===== src/logic/cmd_pkg.sv =====
// Purpose: Shared constants and types of the clock menu and display control.
// Assumes: One clock at 250 MHz; keys active low from push buttons.
// Notes:   All cycle counts derive from times in their own units.
package cmd_pkg;
	localparam int CLK_MHZ        = 250;
	localparam int DEBOUNCE_US    = 10000;
	localparam int DEBOUNCE_CYC   = DEBOUNCE_US * CLK_MHZ;
	localparam int LONG_MS        = 1000;
	localparam int LONG_CYC       = LONG_MS * 1000 * CLK_MHZ;
	localparam int ALT_MS         = 4000;
	localparam int ALT_CYC        = ALT_MS * 1000 * CLK_MHZ;
	localparam int DECODE_S       = 60;
	localparam int CNT_W          = 32;
	localparam int NKEYS          = 4;
	localparam int KEY_MNEXT      = 0;
	localparam int KEY_MPREV      = 1;
	localparam int KEY_PLUS       = 2;
	localparam int KEY_MINUS      = 3;
	localparam int DIGITS         = 6;
	localparam int MAIN_N         = 10;
	localparam int ALARM_N        = 8;
	localparam logic [7:0] BRIGHT_FULL = 8'hff;
	localparam logic [7:0] BRIGHT_OFF  = 8'h00;
	localparam logic [2:0] DP_ORIENT   = 3'h0;
	localparam logic [5:0] DECODE_INIT = 6'h3c;

	typedef enum logic [3:0] {
		CMD_M_NORMAL, CMD_M_VIEW, CMD_M_TEMP, CMD_M_ALARM, CMD_M_BRIGHT,
		CMD_M_RECV, CMD_M_CLOCK, CMD_M_INFO, CMD_M_CHIP, CMD_M_FW
	} cmd_main_e;

	typedef enum logic [2:0] {
		CMD_A_DAYS, CMD_A_ENABLE, CMD_A_HOUR, CMD_A_MIN, CMD_A_SNOOZE,
		CMD_A_WAIT, CMD_A_MAXT, CMD_A_EXIT
	} cmd_alarm_e;

	typedef enum logic [1:0] {
		CMD_V_BLANK, CMD_V_CLOCK, CMD_V_YMD, CMD_V_ALT
	} cmd_view_e;

	typedef enum logic [1:0] {
		CMD_S_NOSIG, CMD_S_SEARCH, CMD_S_DECODE, CMD_S_LOCKED
	} cmd_sync_e;

	typedef enum logic [2:0] {
		CMD_SH_TIME, CMD_SH_DATE, CMD_SH_TEMP, CMD_SH_DASH,
		CMD_SH_NOSIG, CMD_SH_SEARCH, CMD_SH_DECODE, CMD_SH_MENU
	} cmd_show_e;
endpackage


===== src/logic/cmd_key.sv =====
// Purpose: Debounce of one key with press and long-press pulses.
// Assumes: Raw key is active low and asynchronous to clk_sys.
// Notes:   Long press fires once per hold; a short press fires on release.
`timescale 1ns/1ps
module cmd_key #(
	parameter int DEB_CYC  = cmd_pkg::DEBOUNCE_CYC,
	parameter int LONG_CYC = cmd_pkg::LONG_CYC
) (
	// Clock and reset
	input  wire logic clk_sys,
	input  wire logic resetn,
	// Key pin
	input  wire logic key_n,
	// Events
	output logic      press,
	output logic      long_press
);
	import cmd_pkg::*;

	logic             s1_q, s2_q;
	logic             st_q, st_d;
	logic             lg_q, lg_d;
	logic [CNT_W-1:0] db_q, db_d;
	logic [CNT_W-1:0] hold_q, hold_d;
	logic             pr_q, pr_d, lp_q, lp_d;

	// Two-stage synchroniser, first stage read only by the second
	always_ff @(posedge clk_sys or negedge resetn) begin
		if (!resetn) begin
			s1_q <= 1'b1;
			s2_q <= 1'b1;
		end else begin
			s1_q <= key_n;
			s2_q <= s1_q;
		end
	end

	// Stable level must persist for the debounce time before it counts
	always_comb begin
		st_d   = st_q;
		db_d   = db_q;
		hold_d = hold_q;
		lg_d   = lg_q;
		pr_d   = 1'b0;
		lp_d   = 1'b0;
		if (!s2_q == st_q) begin
			db_d = '0;
		end else if (db_q >= CNT_W'(DEB_CYC - 1)) begin
			db_d = '0;
			st_d = !s2_q;
			if (st_q && !lg_q) begin
				pr_d = 1'b1;
			end
			if (!st_q) begin
				lg_d = 1'b0;
			end
		end else begin
			db_d = db_q + 1'b1;
		end
		// Hold timer for long press
		if (st_q && !lg_q) begin
			if (hold_q >= CNT_W'(LONG_CYC - 1)) begin
				lp_d = 1'b1;
				lg_d = 1'b1;
			end else begin
				hold_d = hold_q + 1'b1;
			end
		end else if (!st_q) begin
			hold_d = '0;
		end
	end

	always_ff @(posedge clk_sys or negedge resetn) begin
		if (!resetn) begin
			st_q   <= 1'b0;
			lg_q   <= 1'b0;
			db_q   <= '0;
			hold_q <= '0;
			pr_q   <= 1'b0;
			lp_q   <= 1'b0;
		end else begin
			st_q   <= st_d;
			lg_q   <= lg_d;
			db_q   <= db_d;
			hold_q <= hold_d;
			pr_q   <= pr_d;
			lp_q   <= lp_d;
		end
	end

	assign press      = pr_q;
	assign long_press = lp_q;
endmodule


===== src/logic/cmd_top.sv =====
// Purpose: Menu navigation and display selection of a radio clock.
// Assumes: Decoder status, second tick and temperature come from logic on
//          clk_sys; key pins are asynchronous.
// Notes:   Values inside settings are owned elsewhere; this block emits
//          increment and decrement strobes for the selected item.
`timescale 1ns/1ps
module cmd_top #(
	parameter int DEB_CYC  = cmd_pkg::DEBOUNCE_CYC,
	parameter int LONG_CYC = cmd_pkg::LONG_CYC,
	parameter int ALT_CYC  = cmd_pkg::ALT_CYC
) (
	// Clock and reset
	input  wire logic               clk_sys,
	input  wire logic               resetn,
	// Key pins, active low
	input  wire logic [3:0]         key_n,
	// Decoder status, brightness settings and temperature flag
	input  wire logic               sig_valid,
	input  wire logic               marker_found,
	input  wire logic               sec_tick,
	input  wire logic [7:0]         recv_bright,
	input  wire logic [7:0]         norm_bright,
	input  wire logic               temp_ok,
	// Menu state
	output cmd_pkg::cmd_main_e      main_item,
	output logic                    in_menu,
	output logic                    in_alarm_sub,
	output cmd_pkg::cmd_alarm_e     alarm_item,
	output logic                    inc_pulse,
	output logic                    dec_pulse,
	output logic                    cal_temp_pulse,
	output logic                    cal_offs_pulse,
	// Settings
	output cmd_pkg::cmd_view_e      view_mode,
	output logic                    temp_on,
	output logic                    alarm_toggled,
	output logic                    flashlight,
	// Display
	output cmd_pkg::cmd_show_e      show,
	output logic [5:0]              decode_count,
	output logic [7:0]              bright,
	output logic [5:0]              dp_mask
);
	import cmd_pkg::*;

	logic [NKEYS-1:0] kp, kl;

	// One debouncer per key
	for (genvar i = 0; i < NKEYS; i++) begin : g_key
		cmd_key #(.DEB_CYC(DEB_CYC), .LONG_CYC(LONG_CYC)) u_key (
			.clk_sys    (clk_sys),
			.resetn     (resetn),
			.key_n      (key_n[i]),
			.press      (kp[i]),
			.long_press (kl[i])
		);
	end

	// Wrapping step over an enumerated ring of given length
	function automatic logic [3:0] step(input logic [3:0] cur,
		input logic fwd, input logic [3:0] n);
		if (fwd) begin
			step = (cur == n - 4'h1) ? 4'h0 : cur + 4'h1;
		end else begin
			step = (cur == 4'h0) ? n - 4'h1 : cur - 4'h1;
		end
	endfunction

	cmd_main_e  main_q, main_d;
	cmd_alarm_e asub_q, asub_d;
	cmd_view_e  view_q, view_d;
	cmd_sync_e  sync_q, sync_d;
	logic       menu_q, menu_d, sub_q, sub_d;
	logic       temp_q, temp_d, alm_q, alm_d, fl_q, fl_d;
	logic       inc_q, inc_d, dec_q, dec_d, ct_q, ct_d, co_q, co_d;
	logic [5:0] dcnt_q, dcnt_d;
	logic [CNT_W-1:0] alt_q, alt_d;
	logic       phase_q, phase_d;
	logic [1:0] ph3_q, ph3_d;

	// Menu navigation and key actions
	always_comb begin
		main_d = main_q;
		asub_d = asub_q;
		view_d = view_q;
		menu_d = menu_q;
		sub_d  = sub_q;
		temp_d = temp_q;
		alm_d  = alm_q;
		fl_d   = fl_q;
		inc_d  = 1'b0;
		dec_d  = 1'b0;
		ct_d   = 1'b0;
		co_d   = 1'b0;
		if (kp[KEY_MNEXT] || kp[KEY_MPREV]) begin
			fl_d = 1'b0;
			if (!menu_q) begin
				menu_d = 1'b1;
				main_d = CMD_M_VIEW;
			end else if (sub_q) begin
				asub_d = cmd_alarm_e'(3'(step({1'b0, asub_q}, kp[KEY_MNEXT],
					4'(ALARM_N))));
			end else begin
				main_d = cmd_main_e'(step(main_q, kp[KEY_MNEXT],
					4'(MAIN_N)));
				menu_d = (main_d != CMD_M_NORMAL);
			end
		end else if (kl[KEY_PLUS] && main_q == CMD_M_TEMP) begin
			ct_d = 1'b1;
		end else if (kl[KEY_MINUS] && main_q == CMD_M_TEMP) begin
			co_d = 1'b1;
		end else if (kp[KEY_PLUS]) begin
			if (sub_q && asub_q == CMD_A_EXIT) begin
				sub_d = 1'b0;
			end else if (sub_q) begin
				inc_d = 1'b1;
			end else begin
				unique case (main_q)
					CMD_M_NORMAL: alm_d = !alm_q;
					CMD_M_VIEW:   view_d = cmd_view_e'(view_q + 2'h1);
					CMD_M_TEMP:   temp_d = 1'b1;
					CMD_M_ALARM: begin
						sub_d  = 1'b1;
						asub_d = CMD_A_DAYS;
					end
					default:      inc_d = 1'b1;
				endcase
			end
		end else if (kp[KEY_MINUS]) begin
			if (sub_q) begin
				dec_d = 1'b1;
			end else begin
				unique case (main_q)
					CMD_M_NORMAL: fl_d = !fl_q;
					CMD_M_VIEW:   view_d = cmd_view_e'(view_q - 2'h1);
					CMD_M_TEMP:   temp_d = 1'b0;
					default:      dec_d = 1'b1;
				endcase
			end
		end
	end

	// Sync status with decode countdown over one minute
	always_comb begin
		sync_d = sync_q;
		dcnt_d = dcnt_q;
		if (!sig_valid) begin
			sync_d = CMD_S_NOSIG;
		end else begin
			unique case (sync_q)
				CMD_S_NOSIG: sync_d = CMD_S_SEARCH;
				CMD_S_SEARCH: if (marker_found) begin
					sync_d = CMD_S_DECODE;
					dcnt_d = DECODE_INIT;
				end
				CMD_S_DECODE: if (sec_tick) begin
					if (dcnt_q == 6'h01) begin
						sync_d = CMD_S_LOCKED;
					end
					dcnt_d = dcnt_q - 6'h01;
				end
				CMD_S_LOCKED: sync_d = CMD_S_LOCKED;
			endcase
		end
	end

	// Alternation timer between time, date and temperature
	always_comb begin
		alt_d   = alt_q + 1'b1;
		phase_d = phase_q;
		ph3_d   = ph3_q;
		if (alt_q >= CNT_W'(ALT_CYC - 1)) begin
			alt_d   = '0;
			phase_d = !phase_q;
			ph3_d   = (ph3_q == 2'h2) ? 2'h0 : ph3_q + 2'h1;
		end
	end

	always_ff @(posedge clk_sys or negedge resetn) begin
		if (!resetn) begin
			main_q  <= CMD_M_NORMAL;
			asub_q  <= CMD_A_DAYS;
			view_q  <= CMD_V_ALT;
			sync_q  <= CMD_S_NOSIG;
			menu_q  <= 1'b0;
			sub_q   <= 1'b0;
			temp_q  <= 1'b0;
			alm_q   <= 1'b0;
			fl_q    <= 1'b0;
			inc_q   <= 1'b0;
			dec_q   <= 1'b0;
			ct_q    <= 1'b0;
			co_q    <= 1'b0;
			dcnt_q  <= '0;
			alt_q   <= '0;
			phase_q <= 1'b0;
			ph3_q   <= 2'h0;
		end else begin
			main_q  <= main_d;
			asub_q  <= asub_d;
			view_q  <= view_d;
			sync_q  <= sync_d;
			menu_q  <= menu_d;
			sub_q   <= sub_d;
			temp_q  <= temp_d;
			alm_q   <= alm_d;
			fl_q    <= fl_d;
			inc_q   <= inc_d;
			dec_q   <= dec_d;
			ct_q    <= ct_d;
			co_q    <= co_d;
			dcnt_q  <= dcnt_d;
			alt_q   <= alt_d;
			phase_q <= phase_d;
			ph3_q   <= ph3_d;
		end
	end

	// Display content; menu outranks sync status so setup stays usable
	cmd_show_e  show_c;
	logic [7:0] bright_c;
	logic [5:0] dp_c;
	logic       tshow;
	always_comb begin
		tshow    = temp_q && temp_ok;
		bright_c = fl_q ? BRIGHT_FULL : norm_bright;
		dp_c     = '0;
		show_c   = CMD_SH_TIME;
		if (menu_q) begin
			show_c = CMD_SH_MENU;
		end else if (sync_q != CMD_S_LOCKED) begin
			unique case (sync_q)
				CMD_S_NOSIG:  show_c = CMD_SH_NOSIG;
				CMD_S_SEARCH: show_c = CMD_SH_SEARCH;
				default:      show_c = CMD_SH_DECODE;
			endcase
			if (recv_bright == BRIGHT_OFF) begin
				bright_c = BRIGHT_OFF;
				dp_c[DP_ORIENT] = 1'b1;
			end else begin
				bright_c = recv_bright;
			end
		end else begin
			unique case (view_q)
				CMD_V_BLANK: show_c = tshow ? CMD_SH_TEMP : CMD_SH_DASH;
				CMD_V_CLOCK: show_c = (tshow && phase_q) ? CMD_SH_TEMP
					: CMD_SH_TIME;
				CMD_V_YMD:   show_c = (tshow && phase_q) ? CMD_SH_TEMP
					: CMD_SH_DATE;
				CMD_V_ALT: begin
					if (ph3_q == 2'h2) begin
						show_c = tshow ? CMD_SH_TEMP : CMD_SH_TIME;
					end else begin
						show_c = ph3_q[0] ? CMD_SH_DATE : CMD_SH_TIME;
					end
				end
			endcase
		end
	end

	cmd_show_e  show_q;
	logic [7:0] bright_q;
	logic [5:0] dp_q;
	always_ff @(posedge clk_sys or negedge resetn) begin
		if (!resetn) begin
			show_q   <= CMD_SH_NOSIG;
			bright_q <= '0;
			dp_q     <= '0;
		end else begin
			show_q   <= show_c;
			bright_q <= bright_c;
			dp_q     <= dp_c;
		end
	end

	assign main_item      = main_q;
	assign in_menu        = menu_q;
	assign in_alarm_sub   = sub_q;
	assign alarm_item     = asub_q;
	assign inc_pulse      = inc_q;
	assign dec_pulse      = dec_q;
	assign cal_temp_pulse = ct_q;
	assign cal_offs_pulse = co_q;
	assign view_mode      = view_q;
	assign temp_on        = temp_q;
	assign alarm_toggled  = alm_q;
	assign flashlight     = fl_q;
	assign show           = show_q;
	assign decode_count   = dcnt_q;
	assign bright         = bright_q;
	assign dp_mask        = dp_q;
endmodule


===== config.mk =====
export PLATFORM = sky130hd
export DESIGN_NAME = cmd_top
export DESIGN_NICKNAME = d
export VERILOG_FILES = /design/src/logic/cmd_pkg.sv /design/src/logic/cmd_key.sv /design/src/logic/cmd_top.sv
export SDC_FILE = /design/constraint.sdc
export NUM_CORES = 1
export LEC_CHECK = 0
export BUFFER_PORTS_ARGS = -buffer_cell sky130_fd_sc_hd__buf_2
export CORE_UTILIZATION = 45
export CTS_CLUSTER_DIAMETER = 100
export DETAILED_ROUTE_END_ITERATION = 10
export GPL_TIMING_DRIVEN = 0
export SETUP_SLACK_MARGIN = 0.02
export SKIP_CTS_REPAIR_TIMING = 1
export SLEW_MARGIN = 10
export SYNTH_ARGS = -nofsm -noshare
export SYNTH_HDL_FRONTEND = slang
export SYNTH_SLANG_ARGS = --single-unit
export TNS_END_PERCENT = 50

===== constraint.sdc =====
create_clock -name clk_sys -period 3.45 [get_ports clk_sys]
set_clock_uncertainty 0.2 [all_clocks]
set_input_delay 0.345 -clock clk_sys [delete_from_list [all_inputs] [get_ports clk_sys]]
set_output_delay 0.345 -clock clk_sys [all_outputs]
set_load 0.01 [all_outputs]

==> Word level (Yosys, flattened, before mapping) <==
Cells that the tools add are included.
Widths: inputs -> output; s select.
{ "word_totals": {"out_inout_bits": 41, "latch_bits": 0, "elab_cells": 325, "inputBits": 26, "regBits": 351, "n_memories": 0, "ram_bits": 0, "mem_bits_ro": 0} }
{ "classes": {"n_bitwise": 9, "n_shift": 0, "n_div": 0, "n_reduce_logical": 52, "n_lt_le_gt_ge": 9, "n_eq_ne": 40, "mul": 0, "n_addsub": 17, "mux": 148} }
{ "ops": {"columns": ["op", "n"], "rows": [
  ["$mux 32", 21],
  ["$add 32x1->32 const B", 9],
  ["$ge 32x22->1 const B", 4],
  ["$ge 32x28->1 const B", 4],
  ["$mux 1", 79],
  ["$mux 3", 14],
  ["$ne 2x2->1 const B", 19],
  ["$ge 32x30->1 const B", 1],
  ["$mux 2", 16],
  ["$mux 4", 8],
  ["$mux 8", 4],
  ["$reduce_and 7->1", 3],
  ["$reduce_and 2->1", 9],
  ["$mux 6", 2],
  ["$pmux 3 s4", 1],
  ["$pmux 6 s2", 1],
  ["$reduce_bool 2->1", 6],
  ["$logic_not 1->1", 11],
  ["$eq 2x2->1 const B", 5],
  ["$logic_and 1x1->1", 9],
  ["$ne 3x3->1 const B", 3],
  ["$not 1->1", 9],
  ["$eq 4x2->1 const B", 2],
  ["$logic_not 8->1", 1],
  ["other kinds (27)", 34]
]} }

==> Logic depth before layout (Yosys ltp) <==
Gate-level depths: netlist of the first run.
{ "logic_depth": {"depth_word": 9, "ltp_mapped": 9, "depth_no_buf": 7} }

==> By module <==
From an unflattened synthesis of the first run, not the netlist that was laid out.
{ "unflattened": {"cells_unflattened": 1791, "area_unflattened_um2": 17697.0} }
{ "by_module_without_submodules": {"columns": ["module", "n_inst", "seq_area_each_um2", "area_per_inst_um2", "cells_each"], "rows": [
  ["cmd_key", 4, 1754.2, 3453.3, 345],
  ["cmd_top", 1, 1830.5, 3883.7, 411]
]} }

==> Worst setup path before layout of the first run <==
OpenSTA, ideal clock, no wires.
{ "synth_timing": {"path_type": "register to register", "from": "register g_key[1].u_key.hold_q[20]", "to": "register g_key[1].u_key.hold_q[5]", "setup_ns": 0.132, "slack_ns": 0.940, "path_stages_with_launch": 9, "n_path_buf": 2, "t_required_ns": 3.118, "arrival_time_ns": 2.178, "synth_period_minus_slack_ns": 2.510, "path_cell_list": "dfrtp_1 buf_6 or3_1 or4_1 a2111o_1 buf_6 nand4_1 xor2_1 nor2_1"} }
{ "synth_via": {"elab_chain_cells": 3} }
{ "synth_rtl": {"columns": ["item", "line_no", "rtl"], "rows": [
  ["from (decl)", "cmd_key.sv:24", "logic [CNT_W-1:0] hold_q, hold_d;"],
  ["from (signal assigned)", "cmd_key.sv:85", "hold_q <= hold_d;"],
  ["$ge 32x28->1", "cmd_key.sv:62", "if (hold_q >= CNT_W'(LONG_CYC - 1)) begin"],
  ["$ne 2x2->1 (no line)", null, null],
  ["$reduce_and 2->1 (no line)", null, null]
]} }
Every way passes these cells.
A chain may end at the register's enable or synchronous reset.

==> Final worst setup path of the first run <==
{ "layout_timing": {"from": "register g_key[2].u_key.db_q[0]", "to": "register g_key[2].u_key.db_q[10]"} }
{ "layout_via": {"elab_chain_cells": 3, "elab_cells_between_ends": 4, "classes_between": "add/sub (1); order compare (1); mux (2)"} }
{ "layout_rtl": {"columns": ["item", "line_no", "rtl"], "rows": [
  ["from (decl)", "cmd_key.sv:23", "logic [CNT_W-1:0] db_q, db_d;"],
  ["from (signal assigned)", "cmd_key.sv:77", "db_q <= '0;"],
  ["from (signal assigned)", "cmd_key.sv:84", "db_q <= db_d;"],
  ["$add 32x1->32 or $ge 32x22->1 (tied branches)", "cmd_key.sv:58, cmd_key.sv:48", null],
  ["$mux 32 *", "cmd_key.sv:48", "end else if (db_q >= CNT_W'(DEB_CYC - 1)) begin"],
  ["$mux 32 *", "cmd_key.sv:46", "if (!s2_q == st_q) begin"],
  ["net g_key[2].u_key.db_d[10]", "cmd_key.sv:23", null]
]} }
The timed path passes the listed nets; every way through them passes the cells marked *.

==> impl_metrics.toml, run 1 <==
[final_layout]
final_cell_mix = "dfrtp_1, nor2_1, nand2_1"
syn_to_final_growth_pct = 16.8
multi_input_area_mm2 = 0.00769
seqCellArea_mm2 = 0.00880
final_nets = 1928
layout-drive-gt1-share = 0.0946
antennaDiodeCount = 0
final_common_cell = "dfrtp_1"
final_cells = 2381
fillers = 3266

[logic_synthesis]
synth_area_per_cell_um2 = 9.80
ys_seq_area_frac = 0.525
synthDistinctLibCells = 76
syn-cell-area_mm2 = 0.0168
async_reset_ff_frac = 1.00
synth_edf_count = 0
ys_ff_latch = 351
yosys.area.top_type = "dfrtp_1"
ys_top_cells_by_area = "dfrtp_1, nor2_1, xor2_1, nand2_1, xnor2_1"
yosys_warnings = 0
netlist_instances = 1710
yosys.area.top_type_share = 0.508
synth-main-ff-cell = "dfrtp_1"

[grt]
grt_pass1_vias = 12200
grt_util_all_layers = 0.191
antenna_found_initial = 1
grt_max_degree = 110
grt_pass1_wl_um = 60000
grt-ovfl-total = 0

[worst_hold_path]
min_path_type = "input port to register"

[critical_path]
path_class = "register to register"
arrival_ns = 3.10
start_kind = "register"
cpMostUsedCell = "clkbuf_1"
crit_chain = "ha_1, and4_1, clkbuf_1, nor4_1, o311ai_0, a41oi_1, nand2_1, clkbuf_1, nor2_1"
required_ns = 3.65
cpMaxStageDelayCell = "o311ai_0"
end_kind = "register"
slowest_delay_ns = 0.48
path_max_fanout = 10

[clock_network]
clkSinkCount = 351
path_clk_slew_ns = 0.06
cts_buffers = 40
clock_tree.root_cell = "clkbuf_16"
clk_latency_ns = 0.54
cts_buffer_depth = 3
htree_levels = 2
cts_tree = "yes"

[routing]
antenna_left = 0
vias = 12700
drtIter0Drc = 631
dr.pass1.iters = 5
avgRoutedWirePerCell_um = 14.9
drc = 0
vias_per_cell = 5.34
finalWirelength_um = 35500

[timing]
slew_headroom = 0.381
setup_tns_ns = 0
hold_ws_ns = -0.00524
fmax_mhz = 345
rsz0062_at_grt = "false"
hold_viol = 2
period_share = 0.840
finalCriticalPeriod_ns = 2.90
drv_slew = 0
worst_pin_slew_ns = 0.916
setup_viol = 0

[die]
die_w_um = 195
dieArea_mm2 = 0.0380
initial_core_util = 0.458
io_pins = 67
die_h_um = 195
fp-row-count = 70
core_area_mm2 = 0.0366

[place]
place_congestion = 0.844
port_buffers = 61
dpl.hpwl_um = 24200
placed_cells = 2288

[job]
drv_cap = 0

[power_and_ir_drop]
swShare = 0.258
peakVddDrop_uv = 397
clkPwrFrac = 0.441
power.internal_mw = 7.78
p_seq_frac = 0.436
power_density_mw_per_mm2 = 535
power_frac_comb = 0.123
power.switching_mw = 2.70
leakage_nw = 8.41
power_mw = 10.5

[run_status]
outcome = "finished, violations left"
failed_checks = "negative hold slack"
registers in the layout, indices dropped and copies added (netlist names), 2 cells and up:
name and count:
sync_q 2, alt_q 32, g_key.u_key.s1_q 4, bright 8
alarm_item 3, view_mode 2, decode_count 6, g_key.u_key.s2_q 4
g_key.u_key.press 4, main_item 4, g_key.u_key.long_press 2, g_key.u_key.lg_q 4
ph3_q 2, g_key.u_key.st_q 4, g_key.u_key.db_q 128, g_key.u_key.hold_q 128
show 3
critical path: cells and delay by family (launching register included):
kind | cells | cell delay [ns]
adder cells (fa/ha/maj) | 1 | 0.21
flip-flops | 1 | 0.39
buffers and inverters | 2 | 0.61
AND/OR/NAND/NOR | 4 | 0.55
AO/OA/AOI/OAI | 2 | 0.80
stage by stage:
step                      setup WS (ns)  utilization  instance area (um^2)
final                             0.552        0.535                 19600
after global routing              0.243        0.535                 19600
after detailed placement          0.566        0.490                 17900
after floorplan                   0.940            -                 16900
after global placement            -5.00        0.487                 17800
after CTS                         0.547        0.529                 19400
power groups by stage:
stage	registers, mW	logic (mW)	clock network, mW
finish	4.57	1.29	4.62
global route	4.61	1.46	4.92
CTS	4.57	1.26	4.76
detailed placement	4.64	1.26	0
global placement	4.64	1.22	0
floorplan	4.66	0.665	0
worst paths after layout:
kind | startpoint | to | slack [ns] | cells past startpoint
worst max-delay path | g_key[2].u_key.db_q[0]$_DFF_PN0_ | g_key[2].u_key.db_q[10]$_DFF_PN0_ | 0.55 | 9
max in group asynchronous | resetn | g_key[2].u_key.s1_q$_DFF_PN1_ | 1.62 | 4
worst min-delay path | norm_bright[7] | bright[7]$_DFF_PN0_ | -0.005 | 3
worst max register to register | g_key[2].u_key.db_q[0]$_DFF_PN0_ | g_key[2].u_key.db_q[10]$_DFF_PN0_ | 0.55 | 9
min in group asynchronous | resetn | alt_q[14]$_DFF_PN0_ | 0.12 | 2
worst min register to register | g_key[1].u_key.s1_q$_DFF_PN1_ | g_key[1].u_key.s2_q$_DFF_PN1_ | 0.16 | 0
layer usage:
layer	up-vias	track usage	share of wire
met5	-	0	0.00034
met4	2	0.0706	0.026
met3	54	0.0380	0.044
met2	185	0.292	0.44
met1	6164	0.268	0.48
li1	6305	-	-
cells in the mapped netlist, types with 8 or more instances:
master / count
inv_1: 36
nand2_1: 167
dfrtp_1: 340
and4_1: 17
dfstp_2: 11
nand2b_1: 23
nor2_1: 241
xor2_1: 96
nor3_1: 33
o211ai_1: 8
nand3_1: 105
o21ai_0: 62
clkbuf_1: 46
o31ai_1: 18
xnor2_1: 68
ha_1: 19
mux2i_1: 23
a21oi_1: 49
and2_1: 32
and3_1: 47
nor4_1: 42
nand4_1: 56
or3_1: 25
or4_1: 19
area by class of cell:
class / instances / share of cell area
sequential: 351 / 0.449
multi-input combinational: 1308 / 0.393
clock buffer: 51 / 0.0579
timing repair buffer: 85 / 0.0310
tap: 468 / 0.0299
clock inverter: 21 / 0.0165
buffer: 60 / 0.0159
inverter: 37 / 0.00709
cells by family (layout without fill, tap and decap cells):
group / count (synthesis) / count (layout) / synth area share
flip-flops: 351 / 351 / 0.525
AND/OR/NAND/NOR: 854 / 854 / 0.258
adder cells (fa/ha/maj): 19 / 19 / 0.0142
AO/OA/AOI/OAI: 200 / 200 / 0.0761
other: 1 / 47 / 0.000224
multiplexers: 24 / 24 / 0.0144
XOR/XNOR: 164 / 164 / 0.0857
buffers and inverters: 97 / 254 / 0.0269
(Power assumes the default switching activity.)
==> inputs of run 2 (changes only) <==
--- a/config.mk
+++ b/config.mk
@@ -5,6 +5,7 @@
 export SDC_FILE = /design/constraint.sdc
 export NUM_CORES = 1
 export LEC_CHECK = 0
+export ABC_AREA = 1
 export BUFFER_PORTS_ARGS = -buffer_cell sky130_fd_sc_hd__buf_2
 export CORE_UTILIZATION = 45
 export CTS_CLUSTER_DIAMETER = 100
==> constraint.sdc (replaced) <==
create_clock -name clk_sys -period 2.4 [get_ports clk_sys]
set_clock_uncertainty 0.2 [all_clocks]
set_input_delay 0.24 -clock clk_sys [delete_from_list [all_inputs] [get_ports clk_sys]]
set_output_delay 0.24 -clock clk_sys [all_outputs]
set_load 0.01 [all_outputs]
==> run 2 against run 1 <==
Count of clock-buffer cells in the layout is 1 higher. Worst setup slack worse by 0.51 ns. Total power is 66% higher. Final cell count is 47% higher. Flip-flop and latch count stayed put. The flow still finishes with violations (negative hold slack). Synthesized cell count is 58% higher.
==> impl_metrics.toml, run 2 <==
[run_status]
outcome = "finished, violations left"
failed_checks = "negative hold slack"

[logic_synthesis]
syn-cell-area_mm2 = 0.0196
yosys.area.top_type = "dfrtp_1"
synth-simple-area-share = 0.364
synth_edf_count = 0
synth_most_common_cell = "nand2_1"
synth_common_cells = "nand2_1, nor2_1, dfrtp_1"
synthDistinctLibCells = 46
ys_top_cells_by_area = "dfrtp_1, nand2_1, nor2_1, nand3_1, inv_1"
async_reset_ff_frac = 1.00
synth_compound_area_frac = 0.0306
yosys_warnings = 0
synthAdderAreaFrac = 0.0121
synth.area.mux_share = 0
synth_top_family_by_area = "simple AND/OR/NAND/NOR gates"
yosys.area.top_type_share = 0.434
ys_seq_area_frac = 0.449
ys_ff_latch = 351
synth-main-ff-cell = "dfrtp_1"
synthXorXnorAreaFrac = 0.0702
netlist_instances = 2710
synth_area_per_cell_um2 = 7.23

[critical_path]
path_max_fanout = 10
reg2reg_depth = 8
crit_end = "bright[0]$_DFF_PN0_"
cpMaxStageDelayCell = "dlygate4sd3_1"
required_ns = 2.64
r2r-start = "sync_q[0]$_DFFE_PN0P_"
r2r_slack_ns = 0.05
path_class = "register to register"
startpoint = "sync_q[0]$_DFFE_PN0P_"
cp_num_cells = 8
r2r_end = "bright[0]$_DFF_PN0_"
end_kind = "register"
arrival_ns = 2.59
cpMostUsedCell = "inv_1"
crit_chain = "nand2_1, inv_1, nor2_1, inv_1, clkbuf_1, o21ai_0, dlygate4sd3_1, inv_1"
start_kind = "register"
cp_top_family = "buffers and inverters"
path_buf_inv = 5
slowest_delay_ns = 0.60

[die]
initial_core_util = 0.456
core_area_mm2 = 0.0430
fp-row-count = 76
die_h_um = 211
io_pins = 67
dieArea_mm2 = 0.0444
die_w_um = 211

[routing]
antenna_left = 0
avgRoutedWirePerCell_um = 13.4
dr.pass1.iters = 5
drc = 0
vias_per_cell = 4.84
finalWirelength_um = 47100
vias = 17000
drtIter0Drc = 1068

[grt]
antenna_found_initial = 0
grt_util_all_layers = 0.215
grt_pass1_wl_um = 78500
grt_pass1_vias = 16300
grt-ovfl-total = 0
grt_max_degree = 113

[final_layout]
syn_to_final_growth_pct = 15.7
fillers = 4266
stdcell_area_mm2 = 0.0227
final_common_cell = "nand2_1"
layout-drive-gt1-share = 0.0749
final_cell_mix = "nand2_1, nor2_1, dfrtp_1"
post-route-util = 0.527
antennaDiodeCount = 0
final_nets = 2938
largestRegisters = "g_key.u_key.db_q: 128 flops, g_key.u_key.hold_q: 128 flops, alt_q: 32 flops"

[power_and_ir_drop]
power_mw = 17.4
swShare = 0.331
power.switching_mw = 5.74
clkPwrFrac = 0.379
power_density_mw_per_mm2 = 765
p_seq_frac = 0.393
power_frac_comb = 0.228
power.internal_mw = 11.6
peakVddDrop_uv = 434
leakage_nw = 10.6

[clock_network]
cts_buffers = 41
clk_latency_ns = 0.55
cts_buffer_depth = 3
cts_tree = "yes"
clkSinkCount = 351
clock_tree.root_cell = "clkbuf_16"
htree_levels = 2
path_clk_slew_ns = 0.06

[timing]
hold_ws_ns = -0.0107
setup_viol = 0
worst_pin_slew_ns = 0.658
fmax_mhz = 425
period_share = 0.981
finalCriticalPeriod_ns = 2.35
rsz0062_at_grt = "true"
hold_viol = 1
slew_headroom = 0.558
drv_slew = 0

[place]
dpl.hpwl_um = 33900
port_buffers = 61
place_area_mm2 = 0.0209
place_congestion = 0.920

[worst_hold_path]
min_path_type = "input port to register"

[job]
drv_cap = 0
run 2: layout make-up:
| type | instances | area (um^2) | share of cell area |
|---|---|---|---|
| Clock inverter | 21 | 284 | 0.0125 |
| Tap cell | 585 | 732 | 0.0323 |
| Inverter | 292 | 1100 | 0.0483 |
| Buffer | 59 | 359 | 0.0158 |
| Multi-Input combinational cell | 2054 | 9550 | 0.421 |
| Sequential cell | 351 | 8800 | 0.388 |
| Timing Repair Buffer | 94 | 708 | 0.0312 |
| Clock buffer | 52 | 1140 | 0.0502 |
run 2: worst register-to-register path, cell delays in order (launching register included):
cell and delay, ns:
dfrtp_1 0.43, nand2_1 0.15, inv_1 0.12, nor2_1 0.14
inv_1 0.12, clkbuf_1 0.20, o21ai_0 0.23, dlygate4sd3_1 0.60
inv_1 0.05
run 2: logic make-up after synthesis:
logic type / count (synthesis)
other: 1
buffers and inverters: 351
AO/OA/AOI/OAI: 106
AND/OR/NAND/NOR: 1725
XOR/XNOR: 157
flip-flops: 351
adder cells (fa/ha/maj): 19
run 2: stage by stage:
stage | setup slack (ns) | std cells | setup TNS [ns]
after global routing | -0.0876 | 3508 | -0.0876
after global placement | -6.04 | 3402 | -2076.11
after floorplan | 0.502 | 2756 | 0
after CTS | 0.0460 | 3478 | 0
after detailed placement | 0.0704 | 3405 | 0
final | 0.0451 | 3508 | 0
run 2: power by group through the flow:
stage               registers, mW  logic, mW  clock network (mW)
floorplan                    6.88       2.48                   0
global placement             6.90       3.82                   0
detailed placement           6.90       3.90                   0
CTS                          6.81       3.91                6.77
global route                 6.88       4.45                7.00
finish                       6.82       3.96                6.57
run 2: how the worst min path moves through the flow:
stage	start	to	slack [ns]	depth (start not counted)
floorplan	resetn	alarm_item[0]$_DFFE_PN0P_	-0.26	0
global placement	key_n[0]	g_key[0].u_key.s1_q$_DFF_PN1_	0.15	1
detailed placement	resetn	alt_q[15]$_DFF_PN0_	-0.04	1
CTS	resetn	alt_q[15]$_DFF_PN0_	-0.64	1
global route	sec_tick	decode_count[0]$_DFFE_PN0P_	0.02	6
finish	sec_tick	decode_count[0]$_DFFE_PN0P_	-0.01	6
run 2: metal layers:
layer	up-vias	share of wire	global-route usage
met1	7829	0.47	0.290
met2	315	0.46	0.352
met5	-	0	0
li1	8757	-	-
met4	0	0.030	0.0730
met3	91	0.040	0.0355
